--- src/design/pcl_pkg.sv ---
// Constants of the configuration register bank: addresses, fields,
// reset values and timing. Assumes an 8-bit register file reached by
// 16-bit serial frames.
`default_nettype none
package pcl_pkg;
  // ****************************************************************
  // Register addresses and frame layout.
  // ****************************************************************
  localparam logic [6:0] ADDR_HWC    = 7'h0F;
  localparam logic [6:0] ADDR_PIN    = 7'h17;
  localparam logic [6:0] ADDR_DUTY   = 7'h18;
  localparam logic [6:0] ADDR_FREQ   = 7'h1C;
  localparam int         FRAME_BITS  = 16;
  localparam int         ADDR_BITS   = 8;
  localparam int         WR_FLAG     = 7;
  // ****************************************************************
  // Field positions and reset values.
  // ****************************************************************
  localparam int         HWC_OSC_LSB = 5;
  localparam int         HWC_PEAK    = 4;
  localparam int         HWC_SS_LSB  = 2;
  localparam int         HWC_RSV     = 1;
  localparam int         HWC_LOCK    = 0;
  localparam logic [7:0] HWC_RST     = 8'h40;
  localparam logic [7:0] HWC_WMASK   = 8'hFD;
  localparam logic [2:0] PIN_RST     = 3'h0;
  localparam logic [7:0] DUTY_RST    = 8'h00;
  localparam logic [1:0] FREQ_RST    = 2'h0;
  // ****************************************************************
  // Pin function codes.
  // ****************************************************************
  localparam logic [2:0] PIN_CYCLIC  = 3'h3;
  localparam logic [2:0] PIN_OFF     = 3'h4;
  localparam logic [2:0] PIN_WAKE    = 3'h5;
  localparam logic [2:0] PIN_PWM_LS  = 3'h6;
  localparam logic [2:0] PIN_PWM_HS  = 3'h7;
  // ****************************************************************
  // Timing.
  // ****************************************************************
  localparam int         CLK_HZ      = 125_000_000;
  localparam int         PWM_STEPS   = 255;
  localparam int         PWM_HZ_0    = 100;
  localparam int         PWM_HZ_1    = 200;
  localparam int         PWM_HZ_2    = 325;
  localparam int         PWM_HZ_3    = 400;
  localparam int         WAKE_FILT_US = 16;
  localparam int         WAKE_FILT_CYC = WAKE_FILT_US * (CLK_HZ / 1_000_000);
endpackage
`default_nettype wire

--- src/design/pcl_regs.sv ---
// Configuration register bank with serial frame slave and PWM pin driver.
// Assumes frames of 16 bits, LSB first, sampled on serial clock rising
// edge; soft reset and restart are one-cycle pulses from the mode logic.
//
// Summary of operation
// - Control register at 0x0F, power-up 0x40, kept over restart and soft reset.
// - Bits 7:5 select pump oscillator 1.8 to 2.4 MHz; upper codes reserved.
// - Bit 4 selects low or high regulator peak current threshold.
// - Bits 3:2 select spread spectrum off or 15.625/31.25/62.5 kHz.
// - Reserved bits ignore writes and read as zero.
// - Lock level 1 blocks all writes to the control register; pin, duty and frequency stay writable.
// - Lock level 1 takes effect only when chip select rises.
// - Once active, lock level 1 stays until power-on reset.
// - Soft reset keeps the lock bit and, locked or not, the whole control register.
// - Pin register at 0x17, reset zero; codes 0-2 fail output, 3 cyclic, 4 off.
// - Code 5 wake input with 16 us filter, 6 PWM low side, 7 PWM high side.
// - A wake-configured pin is a default wake source in fail-safe mode.
// - Restart or soft reset loads a pin code given by the pin function.
// - Duty register at 0x18, cleared by power-on and soft reset, kept on restart.
// - Duty 0 means off, 255 means on, otherwise on for N/255.
// - A new duty takes effect at the start of the next period.
// - Frequency register at 0x1C; bits 1:0 select 100/200/325/400 Hz.
// - A new frequency takes effect after the current period.
// - Lock level 0 blocks writes to the pin field.
// - Cyclic sense runs once assigned and a nonzero on-time is set.
`timescale 1ns/1ns
`default_nettype none
module pcl_regs #(
  parameter int P_CLK_HZ = pcl_pkg::CLK_HZ
) (
  input  wire logic       i_mclk,
  input  wire logic       i_rst_b,
  input  wire logic       i_sclk,
  input  wire logic       i_chip_select_n,
  input  wire logic       i_sdi,
  input  wire logic       i_soft_reset,
  input  wire logic       i_restart,
  input  wire logic       i_cfg_lock0,
  input  wire logic [2:0] i_pin_restart_code,
  input  wire logic       i_timer_on_nonzero,
  input  wire logic       i_pin_level,
  output logic            o_sdo,
  output logic            o_sdo_oe,
  output logic [2:0]      o_pump_osc_freq_sel,
  output logic            o_regulator_peak_threshold_sel,
  output logic [1:0]      o_spread_spectrum_rate,
  output logic            o_cfg_lock1,
  output logic [2:0]      o_pin_function,
  output logic            o_fail_output_sel,
  output logic            o_cyclic_sense_run,
  output logic            o_wake_input_level,
  output logic            o_wake_failsafe_src,
  output logic            o_pwm_low_side_on,
  output logic            o_pwm_high_side_on
);
  // ****************************************************************
  // Elaboration check and helpers.
  // ****************************************************************
  if (P_CLK_HZ < pcl_pkg::PWM_HZ_3 * pcl_pkg::PWM_STEPS * 2) begin : g_bad_clk
    $error("Clock too slow for the PWM step counter.");
  end

  // Number of clock cycles in one of the 255 steps of a PWM period.
  function automatic logic [23:0] step_len(input logic [1:0] sel);
    int hz;
    hz = (sel == 2'h0) ? pcl_pkg::PWM_HZ_0 : (sel == 2'h1) ? pcl_pkg::PWM_HZ_1 :
         (sel == 2'h2) ? pcl_pkg::PWM_HZ_2 : pcl_pkg::PWM_HZ_3;
    return 24'(P_CLK_HZ / (hz * pcl_pkg::PWM_STEPS));
  endfunction

  // ****************************************************************
  // Reset release and input synchronisers.
  // ****************************************************************
  logic       rst_s1;
  logic       rst_n;
  logic [3:0] sync1;
  logic [3:0] sync2;
  logic       sclk_prev;
  logic       cs_prev;

  // Reset is asserted at once and released through two flip-flops.
  always_ff @(posedge i_mclk or negedge i_rst_b) begin
    if (!i_rst_b) begin
      rst_s1 <= 1'b0;
      rst_n  <= 1'b0;
    end else begin
      rst_s1 <= 1'b1;
      rst_n  <= rst_s1;
    end
  end

  // Pins from outside pass two flip-flops; edges use the second stage.
  always_ff @(posedge i_mclk or negedge rst_n) begin
    if (!rst_n) begin
      sync1     <= 4'h2;
      sync2     <= 4'h2;
      sclk_prev <= 1'b0;
      cs_prev   <= 1'b1;
    end else begin
      sync1     <= {i_pin_level, i_sdi, i_chip_select_n, i_sclk};
      sync2     <= sync1;
      sclk_prev <= sync2[0];
      cs_prev   <= sync2[1];
    end
  end

  // One-cycle strobes from the synchronised serial clock and chip select.
  wire sclk_rise = sync2[0] & ~sclk_prev;
  wire sclk_fall = ~sync2[0] & sclk_prev;
  wire cs_fall   = ~sync2[1] & cs_prev;
  wire cs_rise   = sync2[1] & ~cs_prev;
  wire in_frame  = ~sync2[1];

  // ****************************************************************
  // Serial frame shifter.
  // ****************************************************************
  logic [15:0] rx;
  logic [4:0]  bit_cnt;
  logic [7:0]  tx;
  logic [7:0]  hwc;
  logic [2:0]  pin;
  logic [7:0]  duty;
  logic [1:0]  freq;

  // Read selection, write strobe and fields of a completed frame.
  wire [6:0] rx_addr = rx[15:9];
  wire [7:0] rd_data = (rx_addr == pcl_pkg::ADDR_HWC)  ? (hwc & pcl_pkg::HWC_WMASK) :
                       (rx_addr == pcl_pkg::ADDR_PIN)  ? {5'h00, pin} :
                       (rx_addr == pcl_pkg::ADDR_DUTY) ? duty :
                       (rx_addr == pcl_pkg::ADDR_FREQ) ? {6'h00, freq} : 8'h00;
  wire       addr_done = sclk_rise & (bit_cnt == 5'(pcl_pkg::ADDR_BITS - 1));
  wire       commit    = cs_rise & (bit_cnt == 5'(pcl_pkg::FRAME_BITS))
                         & rx[pcl_pkg::WR_FLAG];
  wire [6:0] wr_addr   = rx[6:0];
  wire [7:0] wr_data   = rx[15:8];

  // Bits arrive LSB first; the data byte answers the addressed register.
  always_ff @(posedge i_mclk or negedge rst_n) begin
    if (!rst_n) begin
      rx       <= 16'h0000;
      bit_cnt  <= 5'h00;
      tx       <= 8'h00;
      o_sdo    <= 1'b0;
      o_sdo_oe <= 1'b0;
    end else begin
      o_sdo_oe <= in_frame;
      if (cs_fall) begin
        bit_cnt <= 5'h00;
        tx      <= 8'h00;
        o_sdo   <= 1'b0;
      end else if (in_frame && sclk_rise) begin
        rx      <= {sync2[2], rx[15:1]};
        bit_cnt <= (bit_cnt == 5'h1F) ? bit_cnt : bit_cnt + 5'h01;
        if (addr_done) begin
          tx <= rd_data;
        end
      end else if (in_frame && sclk_fall) begin
        o_sdo <= (bit_cnt >= 5'(pcl_pkg::ADDR_BITS)) ? tx[0] : 1'b0;
        tx    <= (bit_cnt >= 5'(pcl_pkg::ADDR_BITS)) ? {1'b0, tx[7:1]} : tx;
      end
    end
  end

  // ****************************************************************
  // Configuration registers.
  // ****************************************************************
  // Write strobes per register; control and pin strobes gated by the two lock levels.
  wire lock1    = hwc[pcl_pkg::HWC_LOCK];
  wire wr_hwc   = commit & (wr_addr == pcl_pkg::ADDR_HWC) & ~lock1;
  wire wr_pin   = commit & (wr_addr == pcl_pkg::ADDR_PIN) & ~i_cfg_lock0;
  wire wr_duty  = commit & (wr_addr == pcl_pkg::ADDR_DUTY);
  wire wr_freq  = commit & (wr_addr == pcl_pkg::ADDR_FREQ);
  wire any_rst  = i_soft_reset | i_restart;

  // Control register: only power-on reset restores it; a lock freezes it.
  always_ff @(posedge i_mclk or negedge rst_n) begin
    if (!rst_n) begin
      hwc <= pcl_pkg::HWC_RST;
    end else if (!any_rst && wr_hwc) begin
      hwc <= wr_data & pcl_pkg::HWC_WMASK;
    end
  end

  // Pin field: resets load the code chosen by the current pin function.
  always_ff @(posedge i_mclk or negedge rst_n) begin
    if (!rst_n) begin
      pin <= pcl_pkg::PIN_RST;
    end else if (any_rst) begin
      pin <= i_pin_restart_code;
    end else if (wr_pin) begin
      pin <= wr_data[2:0];
    end
  end

  // Duty and frequency: soft reset clears, restart keeps.
  always_ff @(posedge i_mclk or negedge rst_n) begin
    if (!rst_n) begin
      duty <= pcl_pkg::DUTY_RST;
      freq <= pcl_pkg::FREQ_RST;
    end else if (i_soft_reset) begin
      duty <= pcl_pkg::DUTY_RST;
      freq <= pcl_pkg::FREQ_RST;
    end else if (!i_restart) begin
      duty <= wr_duty ? wr_data : duty;
      freq <= wr_freq ? wr_data[1:0] : freq;
    end
  end

  // Control fields leave straight from the stored register.
  assign o_pump_osc_freq_sel            = hwc[7:pcl_pkg::HWC_OSC_LSB];
  assign o_regulator_peak_threshold_sel = hwc[pcl_pkg::HWC_PEAK];
  assign o_spread_spectrum_rate         = hwc[3:pcl_pkg::HWC_SS_LSB];
  assign o_cfg_lock1                    = hwc[pcl_pkg::HWC_LOCK];
  assign o_pin_function                 = pin;

  // ****************************************************************
  // PWM generator and wake filter.
  // ****************************************************************
  logic [23:0] step_cnt;
  logic [7:0]  phase;
  logic [7:0]  duty_act;
  logic [1:0]  freq_act;
  logic        pwm_on;
  logic [11:0] filt_cnt;

  // A step ends after its cycle count; a period ends after the last step.
  wire step_end     = (step_cnt == step_len(freq_act) - 24'h1);
  wire period_start = step_end & (phase == 8'(pcl_pkg::PWM_STEPS - 1));
  wire pin_s        = sync2[3];

  // Period of 255 steps; duty and rate are latched only at its start.
  always_ff @(posedge i_mclk or negedge rst_n) begin
    if (!rst_n) begin
      step_cnt <= 24'h000000;
      phase    <= 8'h00;
      duty_act <= 8'h00;
      freq_act <= 2'h0;
      pwm_on   <= 1'b0;
    end else begin
      step_cnt <= step_end ? 24'h000000 : step_cnt + 24'h000001;
      phase    <= period_start ? 8'h00 : (step_end ? phase + 8'h01 : phase);
      duty_act <= period_start ? duty : duty_act;
      freq_act <= period_start ? freq : freq_act;
      pwm_on   <= (phase < duty_act);
    end
  end

  // Pin drivers and the static wake filter.
  always_ff @(posedge i_mclk or negedge rst_n) begin
    if (!rst_n) begin
      o_pwm_low_side_on   <= 1'b0;
      o_pwm_high_side_on  <= 1'b0;
      o_fail_output_sel   <= 1'b1;
      o_cyclic_sense_run  <= 1'b0;
      o_wake_failsafe_src <= 1'b0;
      o_wake_input_level  <= 1'b0;
      filt_cnt            <= 12'h000;
    end else begin
      o_pwm_low_side_on   <= (pin == pcl_pkg::PIN_PWM_LS) & pwm_on;
      o_pwm_high_side_on  <= (pin == pcl_pkg::PIN_PWM_HS) & pwm_on;
      o_fail_output_sel   <= (pin < pcl_pkg::PIN_CYCLIC);
      o_cyclic_sense_run  <= (pin == pcl_pkg::PIN_CYCLIC) & i_timer_on_nonzero;
      o_wake_failsafe_src <= (pin == pcl_pkg::PIN_WAKE);
      if (pin != pcl_pkg::PIN_WAKE || pin_s == o_wake_input_level) begin
        filt_cnt <= 12'h000;
      end else if (filt_cnt == 12'(pcl_pkg::WAKE_FILT_CYC - 1)) begin
        filt_cnt           <= 12'h000;
        o_wake_input_level <= pin_s;
      end else begin
        filt_cnt <= filt_cnt + 12'h001;
      end
    end
  end
endmodule
`default_nettype wire

--- config.mk ---
export PLATFORM = sky130hd
export DESIGN_NAME = pcl_regs
export DESIGN_NICKNAME = d
export VERILOG_FILES = /design/src/design/pcl_pkg.sv /design/src/design/pcl_regs.sv
export SDC_FILE = /design/constraint.sdc
export NUM_CORES = 1
export LEC_CHECK = 0
export BUFFER_PORTS_ARGS = -buffer_cell sky130_fd_sc_hd__buf_4
export CAP_MARGIN = 40
export CORE_ASPECT_RATIO = 0.5
export CORE_MARGIN = 4
export CORE_UTILIZATION = 55
export CTS_BUF_LIST = sky130_fd_sc_hd__clkbuf_4 sky130_fd_sc_hd__clkbuf_8
export CTS_CLUSTER_DIAMETER = 60
export DETAILED_ROUTE_END_ITERATION = 16
export PLACE_DENSITY = 0.73
export SYNTH_ARGS = -nofsm -noshare
export SYNTH_HDL_FRONTEND = slang
export SYNTH_SLANG_ARGS = --single-unit
--- constraint.sdc ---
create_clock -name i_mclk -period 5.15 [get_ports i_mclk]
set_clock_uncertainty 0.1 [all_clocks]
set_input_delay 0.515 -clock i_mclk [delete_from_list [all_inputs] [get_ports i_mclk]]
set_output_delay 0.515 -clock i_mclk [all_outputs]
set_load 0.005 [all_outputs]
After elaboration in Yosys (flattened, before gate mapping) --
Cells that the tools add are included.
Operators by class: divide/modulo/power cells 1, order comparisons 3, bitwise operators 26, multiply operators 1, add/subtract/negate cells 5, mux-type cells 32, equal/unequal tests 26, reductions and logical operators 21
Operators by type and width (number):
- $mux 8 | 14
- $eq 7x5->1 const B | 6
- $div 28x32->32 const A | 1
- $add 24x1->24 const B | 1
- $eq 24x24->1 | 1
- $mux 12 | 2
- $mux 24 | 1
- $sub 24x1->24 const B | 1
- $mux 9 | 2
- $and 1x1->1 | 17
- $mul 9x8->17 const B | 1
- $mux 5 | 3
- $eq 7x4->1 const B | 2
- $add 12x1->12 const B | 1
- $eq 12x11->1 const B | 1
- $reduce_and 2->1 | 6
- $reduce_bool 2->1 | 6
- $eq 5x5->1 const B | 2
- $eq 3x3->1 const B | 3
- $add 8x1->8 const B | 1
- $eq 8x8->1 const B | 1
- $lt 8x8->1 | 1
- $mux 2 | 4
- $not 1->1 | 8
- other kinds (19) | 29
Word-level totals: register bits after elaboration 124, output and inout bits 18, bits of input ports 13, word-level logic and storage cells 142

Logic depth before layout (Yosys ltp) --
Gate-level depths: netlist of the first run.
depth after elaboration 10, gate-level depth with buffers 107, mapped depth without buffers 96

Least setup slack after synthesis of the first run --
No wires, ideal clock.
kind flip-flop to flip-flop, start point reg freq_act[0], end point reg duty_act[0], cell stages (with the launch flop) 90, setup time 0.128 ns, path buffers 9, arrival time 17.029 ns, required time 4.922 ns, period minus slack after synthesis 17.256 ns, slack -12.106 ns, cells stage by stage dfrtp_1 -> inv_1 -> ha_1 -> clkbuf_1 -> clkbuf_1 -> buf_1 -> nand2_1 -> a21boi_0 -> ha_1 -> nand2_1 -> o21ai_0 -> a21oi_1 -> o21ai_0 -> xnor2_1 -> ha_1 -> nand4_1 -> o21ai_1 -> a311oi_4 -> (+54 left out) -> inv_1 -> ha_1 -> nand2_1 -> o41ai_2 -> a21o_1 -> nand2_1 -> o21ai_0 -> ha_1 -> a21oi_1 -> inv_1 -> a21oi_1 -> nand3_1 -> xor2_1 -> or4_1 -> nor2_1 -> mux2i_4 -> nor2_4 -> mux2_1
On the way: cells in the longest elaborated chain, start to end 9, elaborated cells between the ends (all ways) 11, classes of those cells add/sub (1); mul (1); div (1); eq/ne (3); mux (3); bitwise (1); reduce/logical (1)
Ends and longest elaborated chain:
- start: declaration | line pcl_regs.sv:222 | logic [1:0] freq_act;
- start signal: assignment | line pcl_regs.sv:243 | freq_act <= period_start ? freq : freq_act;
- $eq 2x2->1 | line pcl_regs.sv:67 | (sel == 2'h2) ? pcl_pkg::PWM_HZ_2 : pcl_pkg::PWM_HZ_3;
- $mux 8 | line pcl_regs.sv:67
- $mux 9 | line pcl_regs.sv:66 | hz = (sel == 2'h0) ? pcl_pkg::PWM_HZ_0 : (sel == 2'h1) ? pcl_pkg::PWM_HZ_1 :
- $mux 9 (*) | line pcl_regs.sv:66
- $mul 9x8->17 (*) | line pcl_regs.sv:68 | return 24'(P_CLK_HZ / (hz * pcl_pkg::PWM_STEPS));
- $div 28x32->32 (*) | line pcl_regs.sv:68
- $sub 24x1->24 (*) | line pcl_regs.sv:227 | wire step_end = (step_cnt == step_len(freq_act) - 24'h1);
- $eq 24x24->1 (*) | line pcl_regs.sv:227
- $and 1x1->1 (*) | line pcl_regs.sv:228 | wire period_start = step_end & (phase == 8'(pcl_pkg::PWM_STEPS - 1));
- end signal: assignment | line pcl_regs.sv:242 | duty_act <= period_start ? duty : duty_act;
- end: declaration | line pcl_regs.sv:221 | logic [7:0] duty_act;
Every way passes the cells marked *; elsewhere a longest branch is shown, timed or not. A chain may end at the register's enable or synchronous reset.

Worst setup path after layout of the first run --
start point reg freq_act[1], end point reg phase[6]
On the way: cells in the longest elaborated chain, start to end 10, elaborated cells between the ends (all ways) 13, classes of those cells add/sub (1); mul (1); div (1); eq/ne (3); mux (4); bitwise (1); reduce/logical (2)
Ends and longest elaborated chain:
- $eq 2x2->1 | line pcl_regs.sv:67
- $mux 8 | line pcl_regs.sv:67
- $mux 9 | line pcl_regs.sv:66
- $mux 9 (*) | line pcl_regs.sv:66
- $mul 9x8->17 (*) | line pcl_regs.sv:68
- $div 28x32->32 (*) | line pcl_regs.sv:68
- $sub 24x1->24 (*) | line pcl_regs.sv:227
- $eq 24x24->1 (*) | line pcl_regs.sv:227
- $and 1x1->1 | line pcl_regs.sv:228
- $mux 8 / $reduce_bool 2->1 (equally long branches)
- end signal: assignment | line pcl_regs.sv:241 | phase <= period_start ? 8'h00 : (step_end ? phase + 8'h01 : phase);
- end: declaration | line pcl_regs.sv:220 | logic [7:0] phase;
Marks and branches as above.

==> metrics.cfg, run 1 <==
[logic_synthesis]
synth_seq_cells = 124
synth.distinct_cells = 93
avgSynthCellArea_um2 = 8.69
async_reset_ff_share_pct = 100
syn_inst = 1102
seq_area_frac_synth_pct = 32.5
synth-edff-count = 0
syn_area_um2 = 9570
synth_ff_type = dfrtp_1
ys_warn_count = 0

[global_routing]
overflow = 0
grt_usage_pct = 29.8
antenna_found_initial = 0
grt_pass1_vias = 9764
grt_pass1_wl_um = 48000
grt_max_degree = 65

[placement]
portBuffers = 30
globalplace.congestion = 0.940
place.detailed.hpwl_um = 20500
dp_slack_ns = -10.05

[routing]
vias = 9983
first_pass_iters = 6
wl_per_cell_um = 19.2
vias_per_cell = 6.13
drt_wl_total_um = 31300
drc = 0
drt-initial-drc-count = 867
ant_nets = 0

[layout]
syn_to_final_growth_pct = 40.0
final_util_pct = 80.1
fin_nets = 1472
mostFrequentLayoutCells = buf_4, dfrtp_1, nor2_1
drive_gt1_share_pct = 39.0
n_antenna_cell = 0
final_common_cell = buf_4

[floorplanning]
ios = 31
rows = 33
dieArea_um2 = 19700
dieHeight_um = 101
die_x_um = 195
core_area_um2 = 16700
start_util_pct = 57.2

[clocking]
numCtsBuffers = 17
cts.sinks = 124
clk_pin_slew_ns = 0.08
cts_tree = built
cts-htree-levels = 4
cts-root-buf = clkbuf_8
cts_buffer_depth = 2
clk-insertion-delay-late_ns = 0.44

[critical_path]
worstPathRequired_ns = 5.36
cp-start-kind = register
crit_path_max_incr_delay_ns = 0.49
crit_slowest_cell = dfrtp_2
worstSetupPathType = register to register
cp_data_arrival_time_ns = 15.51
critPathCaptureType = register
worstPathMaxFanout = 7

[status]
violations = negative setup slack
outcome = complete, but fails checks

[pwr]
vdd_ir_drop_max_mv = 0.231
power.total_mw = 2.11
p_leak_nw = 6.06
cellPowerDensity_nw_per_um2 = 157

[timing]
relSlewSlack_pct = 31.4
min_period_ns = 15.31
rsz0062_at_grt = yes
fin_crit_sh_pct = 297
finalHoldViolCount = 0
setup_slack_ns = -10.16
report.final.slew_viol_count = 0
setup-tns-final_ns = -332.21
finalSetupViolations = 33
tightestPinTransition_ns = 1.03
fmax_ghz = 0.0653

[min_path]
min_path_type = input pin to register

[job]
cap_violations = 0

-- final timing paths --
check	cells after the start	end	startpoint	slack, ns
setup / recovery	86	phase[6]	freq_act[1]	-10.16
hold / removal	1	sync1[3]	i_pin_level	0.08
setup reg to reg	86	phase[6]	freq_act[1]	-10.16
hold reg to reg	0	sync2[3]	rst_n	0.11
max in group asynchronous	1	hwc[6]	rst_n	4.03
min in group asynchronous	0	sync2[3]	rst_n	0.11
-- logic make-up (layout without fill, tap and decap cells) --
group	Yosys count	after routing	share of synthesized area [%]
buf+inv	94	389	3.96
other cells	2	5	0.0785
flops	124	124	32.5
simple gates	414	414	21.6
compound gates	273	274	19.7
mux	65	65	7.55
xor+xnor	58	58	5.31
fa+ha+maj	72	72	9.38
-- area by class of cell --
class,count,area (um^2)
inverter,45,186
timing repair buffer,312,2470
fill,1026,3320
multi-input combinational,888,6900
clock buffer,19,262
sequential,124,3120
clock inverter,13,176
tap,227,284
-- flip-flops by register name, summed over array words and instances (netlist names), 2 cells and up --
name	cells
step_cnt	24
rx	16
filt_cnt	12
duty	8
duty_act	8
phase	8
tx	8
hwc	7
bit_cnt	5
sync1	4
sync2	4
o_pin_function	3
freq	2
freq_act	2
-- report_power, final --
part	switching [mW]	internal, mW
logic	0.0544	0.0500
registers	0.0532	1.01
clock network	0.422	0.517
-- metal layers --
layer  vias up  part of all wire [%]  global-route usage [%]
met5         -                     0                       0
met4         0                   3.1                    10.4
met3        99                   7.9                    5.62
met2       491                    48                    51.5
met1      4812                    41                    38.3
li1       4581                     -                       -
-- metrics by stage --
step                      instance area (um^2)  hold slack, ns  cells
after detailed placement                 11800           0.109   1516
final                                    13400          0.0809   1628
after global placement                   11800           0.200   1513
after global routing                     13400          0.0492   1628
after CTS                                12800          0.0554   1598
after floorplan                          10000           0.119   1105
-- worst max-delay path: cells and delay by family, from the launching register on --
family / cells / cell delay [ns]
buffers and inverters: 13 / 1.45
xor gates and xnor gates: 1 / 0.12
muxes: 3 / 0.68
AOI/OAI and AO/OA: 38 / 6.58
and+or+nand+nor: 20 / 2.78
DFF: 1 / 0.49
adders and majority gates: 11 / 3.02
-- synthesized netlist by cell type (all sizes together) (6+ instances only) --
cell type | instances | share of area [%]
o211ai | 8 | 0.68
o31ai | 13 | 1.2
and3 | 9 | 0.59
or2 | 8 | 0.52
a311oi | 8 | 0.91
a21o | 8 | 0.63
mux2i | 30 | 3.4
buf | 19 | 1.0
a22oi | 14 | 1.1
and4 | 9 | 0.85
or4 | 6 | 0.51
o211a | 6 | 0.63
nor2 | 136 | 5.5
or3 | 15 | 0.98
nand4 | 21 | 1.4
and2 | 9 | 0.59
inv | 45 | 1.8
mux2 | 35 | 4.1
nor4 | 8 | 0.68
nand3 | 37 | 1.9
nor3b | 8 | 0.63
ha | 71 | 9.3
xor2 | 19 | 1.7
clkbuf | 30 | 1.2
nor2b | 16 | 1.0
nor3 | 19 | 0.99
nand2b | 11 | 0.72
a211oi | 9 | 0.84
dfrtp | 119 | 31
xnor2 | 39 | 3.6
a31oi | 15 | 0.98
a21oi | 69 | 3.6
nand2 | 89 | 3.5
o21ai | 61 | 3.2
o21a | 7 | 0.55
a21boi | 6 | 0.47
-- timing repair --
| item | 4_1_cts | 5_1_grt |
|---|---|---|
| gates resized for setup | 40 | 87 |
| pin swaps | 52 | 84 |
| cloned | 2 | 1 |
| hold buffers | 1 | 0 |
| hold endpoints to repair | 2 | 0 |
| endpoints found under the setup margin | 33 | 33 |
| setup buffers | 47 | 30 |
Note: power is estimated with default switching activity, not from simulation.
==> run 2: changes to the inputs <==
==> config.mk (replaced) <==
export PLATFORM = sky130hd
export DESIGN_NAME = pcl_regs
export DESIGN_NICKNAME = d
export VERILOG_FILES = /design/src/design/pcl_pkg.sv /design/src/design/pcl_regs.sv
export SDC_FILE = /design/constraint.sdc
export NUM_CORES = 1
export LEC_CHECK = 0
export CAP_MARGIN = 20
export CORE_ASPECT_RATIO = 0.5
export CORE_MARGIN = 4
export CORE_UTILIZATION = 55
export CTS_BUF_LIST = sky130_fd_sc_hd__clkbuf_4 sky130_fd_sc_hd__clkbuf_8
export CTS_CLUSTER_DIAMETER = 60
export DETAILED_ROUTE_END_ITERATION = 16
export DONT_BUFFER_PORTS = 1
export PLACE_DENSITY = 0.71
export SYNTH_ARGS = -nofsm -noshare
export SYNTH_HDL_FRONTEND = slang
export SYNTH_SLANG_ARGS = --single-unit
==> run 2 against run 1 <==
The flow still finishes with violations (negative setup slack). Register-to-register slack improved by 0.30 ns. Final area fell by 1.3%. Combinational power fell by 19%. Via count rose by 1.1%. Routed wire length rose by 0.28%. Worst setup slack improved by 0.30 ns. Critical path type unchanged. Critical endpoint is now phase[4]. Largest cell class unchanged. Highest routed layer is now met5.
==> metrics.cfg, run 2 (same netlist as run 1, synthesis figures left out) <==
[status]
outcome = complete, but fails checks  ; unchanged
violations = negative setup slack  ; unchanged

[floorplanning]
dieHeight_um = 101  ; unchanged
rows = 33  ; unchanged
dieArea_um2 = 19700  ; unchanged
start_util_pct = 57.2  ; unchanged
core_area_um2 = 16700  ; unchanged
die_x_um = 195  ; unchanged
ios = 31  ; unchanged

[layout]
largest_reg_flops = 24  ; unchanged
largest-register = step_cnt  ; unchanged
multi_input_comb_area_um2 = 6820  ; was 6900 um^2
fillers = 1061  ; was 1026
mostFrequentLayoutCells = buf_4, nor2_1, dfrtp_1  ; was buf_4, dfrtp_1, nor2_1
fin_nets = 1465  ; was 1472
syn_to_final_growth_pct = 38.2  ; was 40.0%
n_antenna_cell = 0  ; unchanged
reg_top3 = step_cnt (24), rx (16), filt_cnt (12)  ; unchanged
stdcell_area_um2 = 13200  ; was 13400 um^2
regArea_um2 = 3120  ; unchanged
final_common_cell = buf_4  ; unchanged
drive_gt1_share_pct = 37.2  ; was 39.0%

[job]
cap_violations = 0  ; unchanged

[critical_path]
reg2reg_slack_ns = -9.86  ; was -10.16 ns
crit_slowest_cell = or4b_4  ; was dfrtp_2
critPathCaptureType = register  ; unchanged
cp-start-kind = register  ; unchanged
worstPathRequired_ns = 5.42  ; was 5.36 ns
crit_path_max_incr_delay_ns = 0.56  ; was 0.49 ns
cp_data_arrival_time_ns = 15.28  ; was 15.51 ns
worstPathMaxFanout = 5  ; was 7
worstSetupPathType = register to register  ; unchanged

[global_routing]
grt_pass1_wl_um = 49600  ; was 48000 um
antenna_found_initial = 1  ; was 0
overflow = 0  ; unchanged
grt_usage_pct = 30.4  ; was 29.8%
grt_pass1_vias = 10117  ; was 9764
grt_max_degree = 63  ; was 65

[clocking]
clk-insertion-delay-late_ns = 0.43  ; was 0.44 ns
cts-htree-levels = 4  ; unchanged
clk_pin_slew_ns = 0.08  ; about the same
cts_buffer_depth = 2  ; unchanged
numCtsBuffers = 17  ; unchanged
cts-root-buf = clkbuf_8  ; unchanged
cts_tree = built  ; unchanged
cts.sinks = 124  ; unchanged

[routing]
ant_nets = 0  ; unchanged
drc = 0  ; unchanged
wl_per_cell_um = 19.4  ; was 19.2 um
drt-initial-drc-count = 898  ; was 867
vias = 10097  ; was 9983
drt_wl_total_um = 31400  ; was 31300 um
first_pass_iters = 6  ; unchanged
vias_per_cell = 6.23  ; was 6.13

[pwr]
clkPwrFrac_pct = 44.2  ; was 44.5%
combPwrFrac_pct = 4.1  ; was 5.0%
switching_share_pct = 24.8  ; was 25.1%
internal_power_mw = 1.55  ; was 1.58 mW
power.total_mw = 2.07  ; was 2.11 mW
cellPowerDensity_nw_per_um2 = 156  ; was 157 nW/um^2
p_sw_uw = 513  ; was 530 uW
p_leak_nw = 5.97  ; was 6.06 nW
power_frac_seq_pct = 51.7  ; was 50.5%
vdd_ir_drop_max_mv = 0.251  ; was 0.231 mV

[placement]
place_area_um2 = 11600  ; was 11800 um^2
portBuffers = 0  ; was 30
globalplace.congestion = 0.979  ; was 0.940
place.detailed.hpwl_um = 20300  ; was 20500 um

[min_path]
min_path_type = input pin to register  ; unchanged

[timing]
finalHoldViolCount = 0  ; unchanged
tightestPinTransition_ns = 0.926  ; was 1.03 ns
fmax_ghz = 0.0666  ; was 0.0653 GHz
min_period_ns = 15.01  ; was 15.31 ns
relSlewSlack_pct = 38.1  ; was 31.4%
finalSetupViolations = 33  ; unchanged
rsz0062_at_grt = yes  ; unchanged
setup_slack_ns = -9.86  ; was -10.16 ns
fin_crit_sh_pct = 291  ; was 297%
setup-tns-final_ns = -323.22  ; was -332.21 ns
report.final.slew_viol_count = 0  ; unchanged

## run 2: cell count changes in the layout (fill, tap and decap cells not counted), sizes merged
| cell | before | now |
|---|---|---|
| o21bai | 5 | 4 |
| buf | 310 | 301 |
| dlygate4sd3 | 1 | 5 |
| clkinvlp | 1 | 4 |
| clkbuf | 20 | 18 |
| inv | 52 | 50 |
## run 2: path summary, 6_finish.rpt
| kind | from | endpoint | cells past startpoint |
|---|---|---|---|
| hold reg to reg | sync1[0] | sync2[0] | 0 |
| max in group asynchronous | rst_n | rx[12] | 1 |
| min in group asynchronous | i_rst_b | rst_n | 1 |
| setup reg to reg | freq_act[0] | phase[4] | 82 |
| setup / recovery | freq_act[0] | phase[4] | 82 |
| hold / removal | i_soft_reset | duty[0] | 1 |
## run 2: per-layer routing
metal,GRT usage (%),share of wire (%),vias up
li1,-,-,4565
met1,37.7,41,4866
met2,52.3,46,526
met3,6.05,8.1,138
met4,14.0,4.6,2
met5,0,0.041,-
## run 2: power by group through the flow
stage               combinational, mW  sequential, mW  clock, mW
detailed placement             0.0801            1.08          0
floorplan                      0.0634            1.07          0
global route                   0.0970            1.07      0.968
CTS                            0.0841            1.07      0.924
finish                         0.0845            1.07      0.914
global placement               0.0753            1.08          0
## run 2: timing repair
action | in CTS | in global routing
setup endpoints to repair | 33 | 33
cloned | 1 | 0
pin swaps | 46 | 14
hold endpoints to repair | 5 | 1
setup buffers | 79 | 16
hold buffers | 4 | 1
gates resized for setup | 63 | 45
## run 2: area by class of cell
class	instances	share of cell area, %
repair buffers	306	18.2
inverters	45	1.35
clock inverters	14	1.39
well taps	227	2.15
clock buffers	18	1.87
multi-input cells	887	51.5
flip-flops and latches	124	23.5
## run 2: through the flow
step	setup slack [ns]	hold WS, ns	cells	utilization, %
after floorplan	-10.26	0.119	1105	-
after detailed placement	-10.05	0.119	1490	69.3
after global placement	-9.47	0.119	1489	69.3
after global routing	-10.39	0.0311	1621	79.1
after CTS	-9.28	0.00175	1606	77.3
final	-9.86	0.0510	1621	79.1
## run 2: worst max-delay path, delay by kind of cell, from the launching register on
family	cells	cell delay [ns]
adders and majority gates	10	2.59
buffers and inverters	11	1.34
AOI/OAI and AO/OA	36	6.18
and+or+nand+nor	22	3.61
muxes	2	0.50
DFF	1	0.47
xor gates and xnor gates	1	0.17
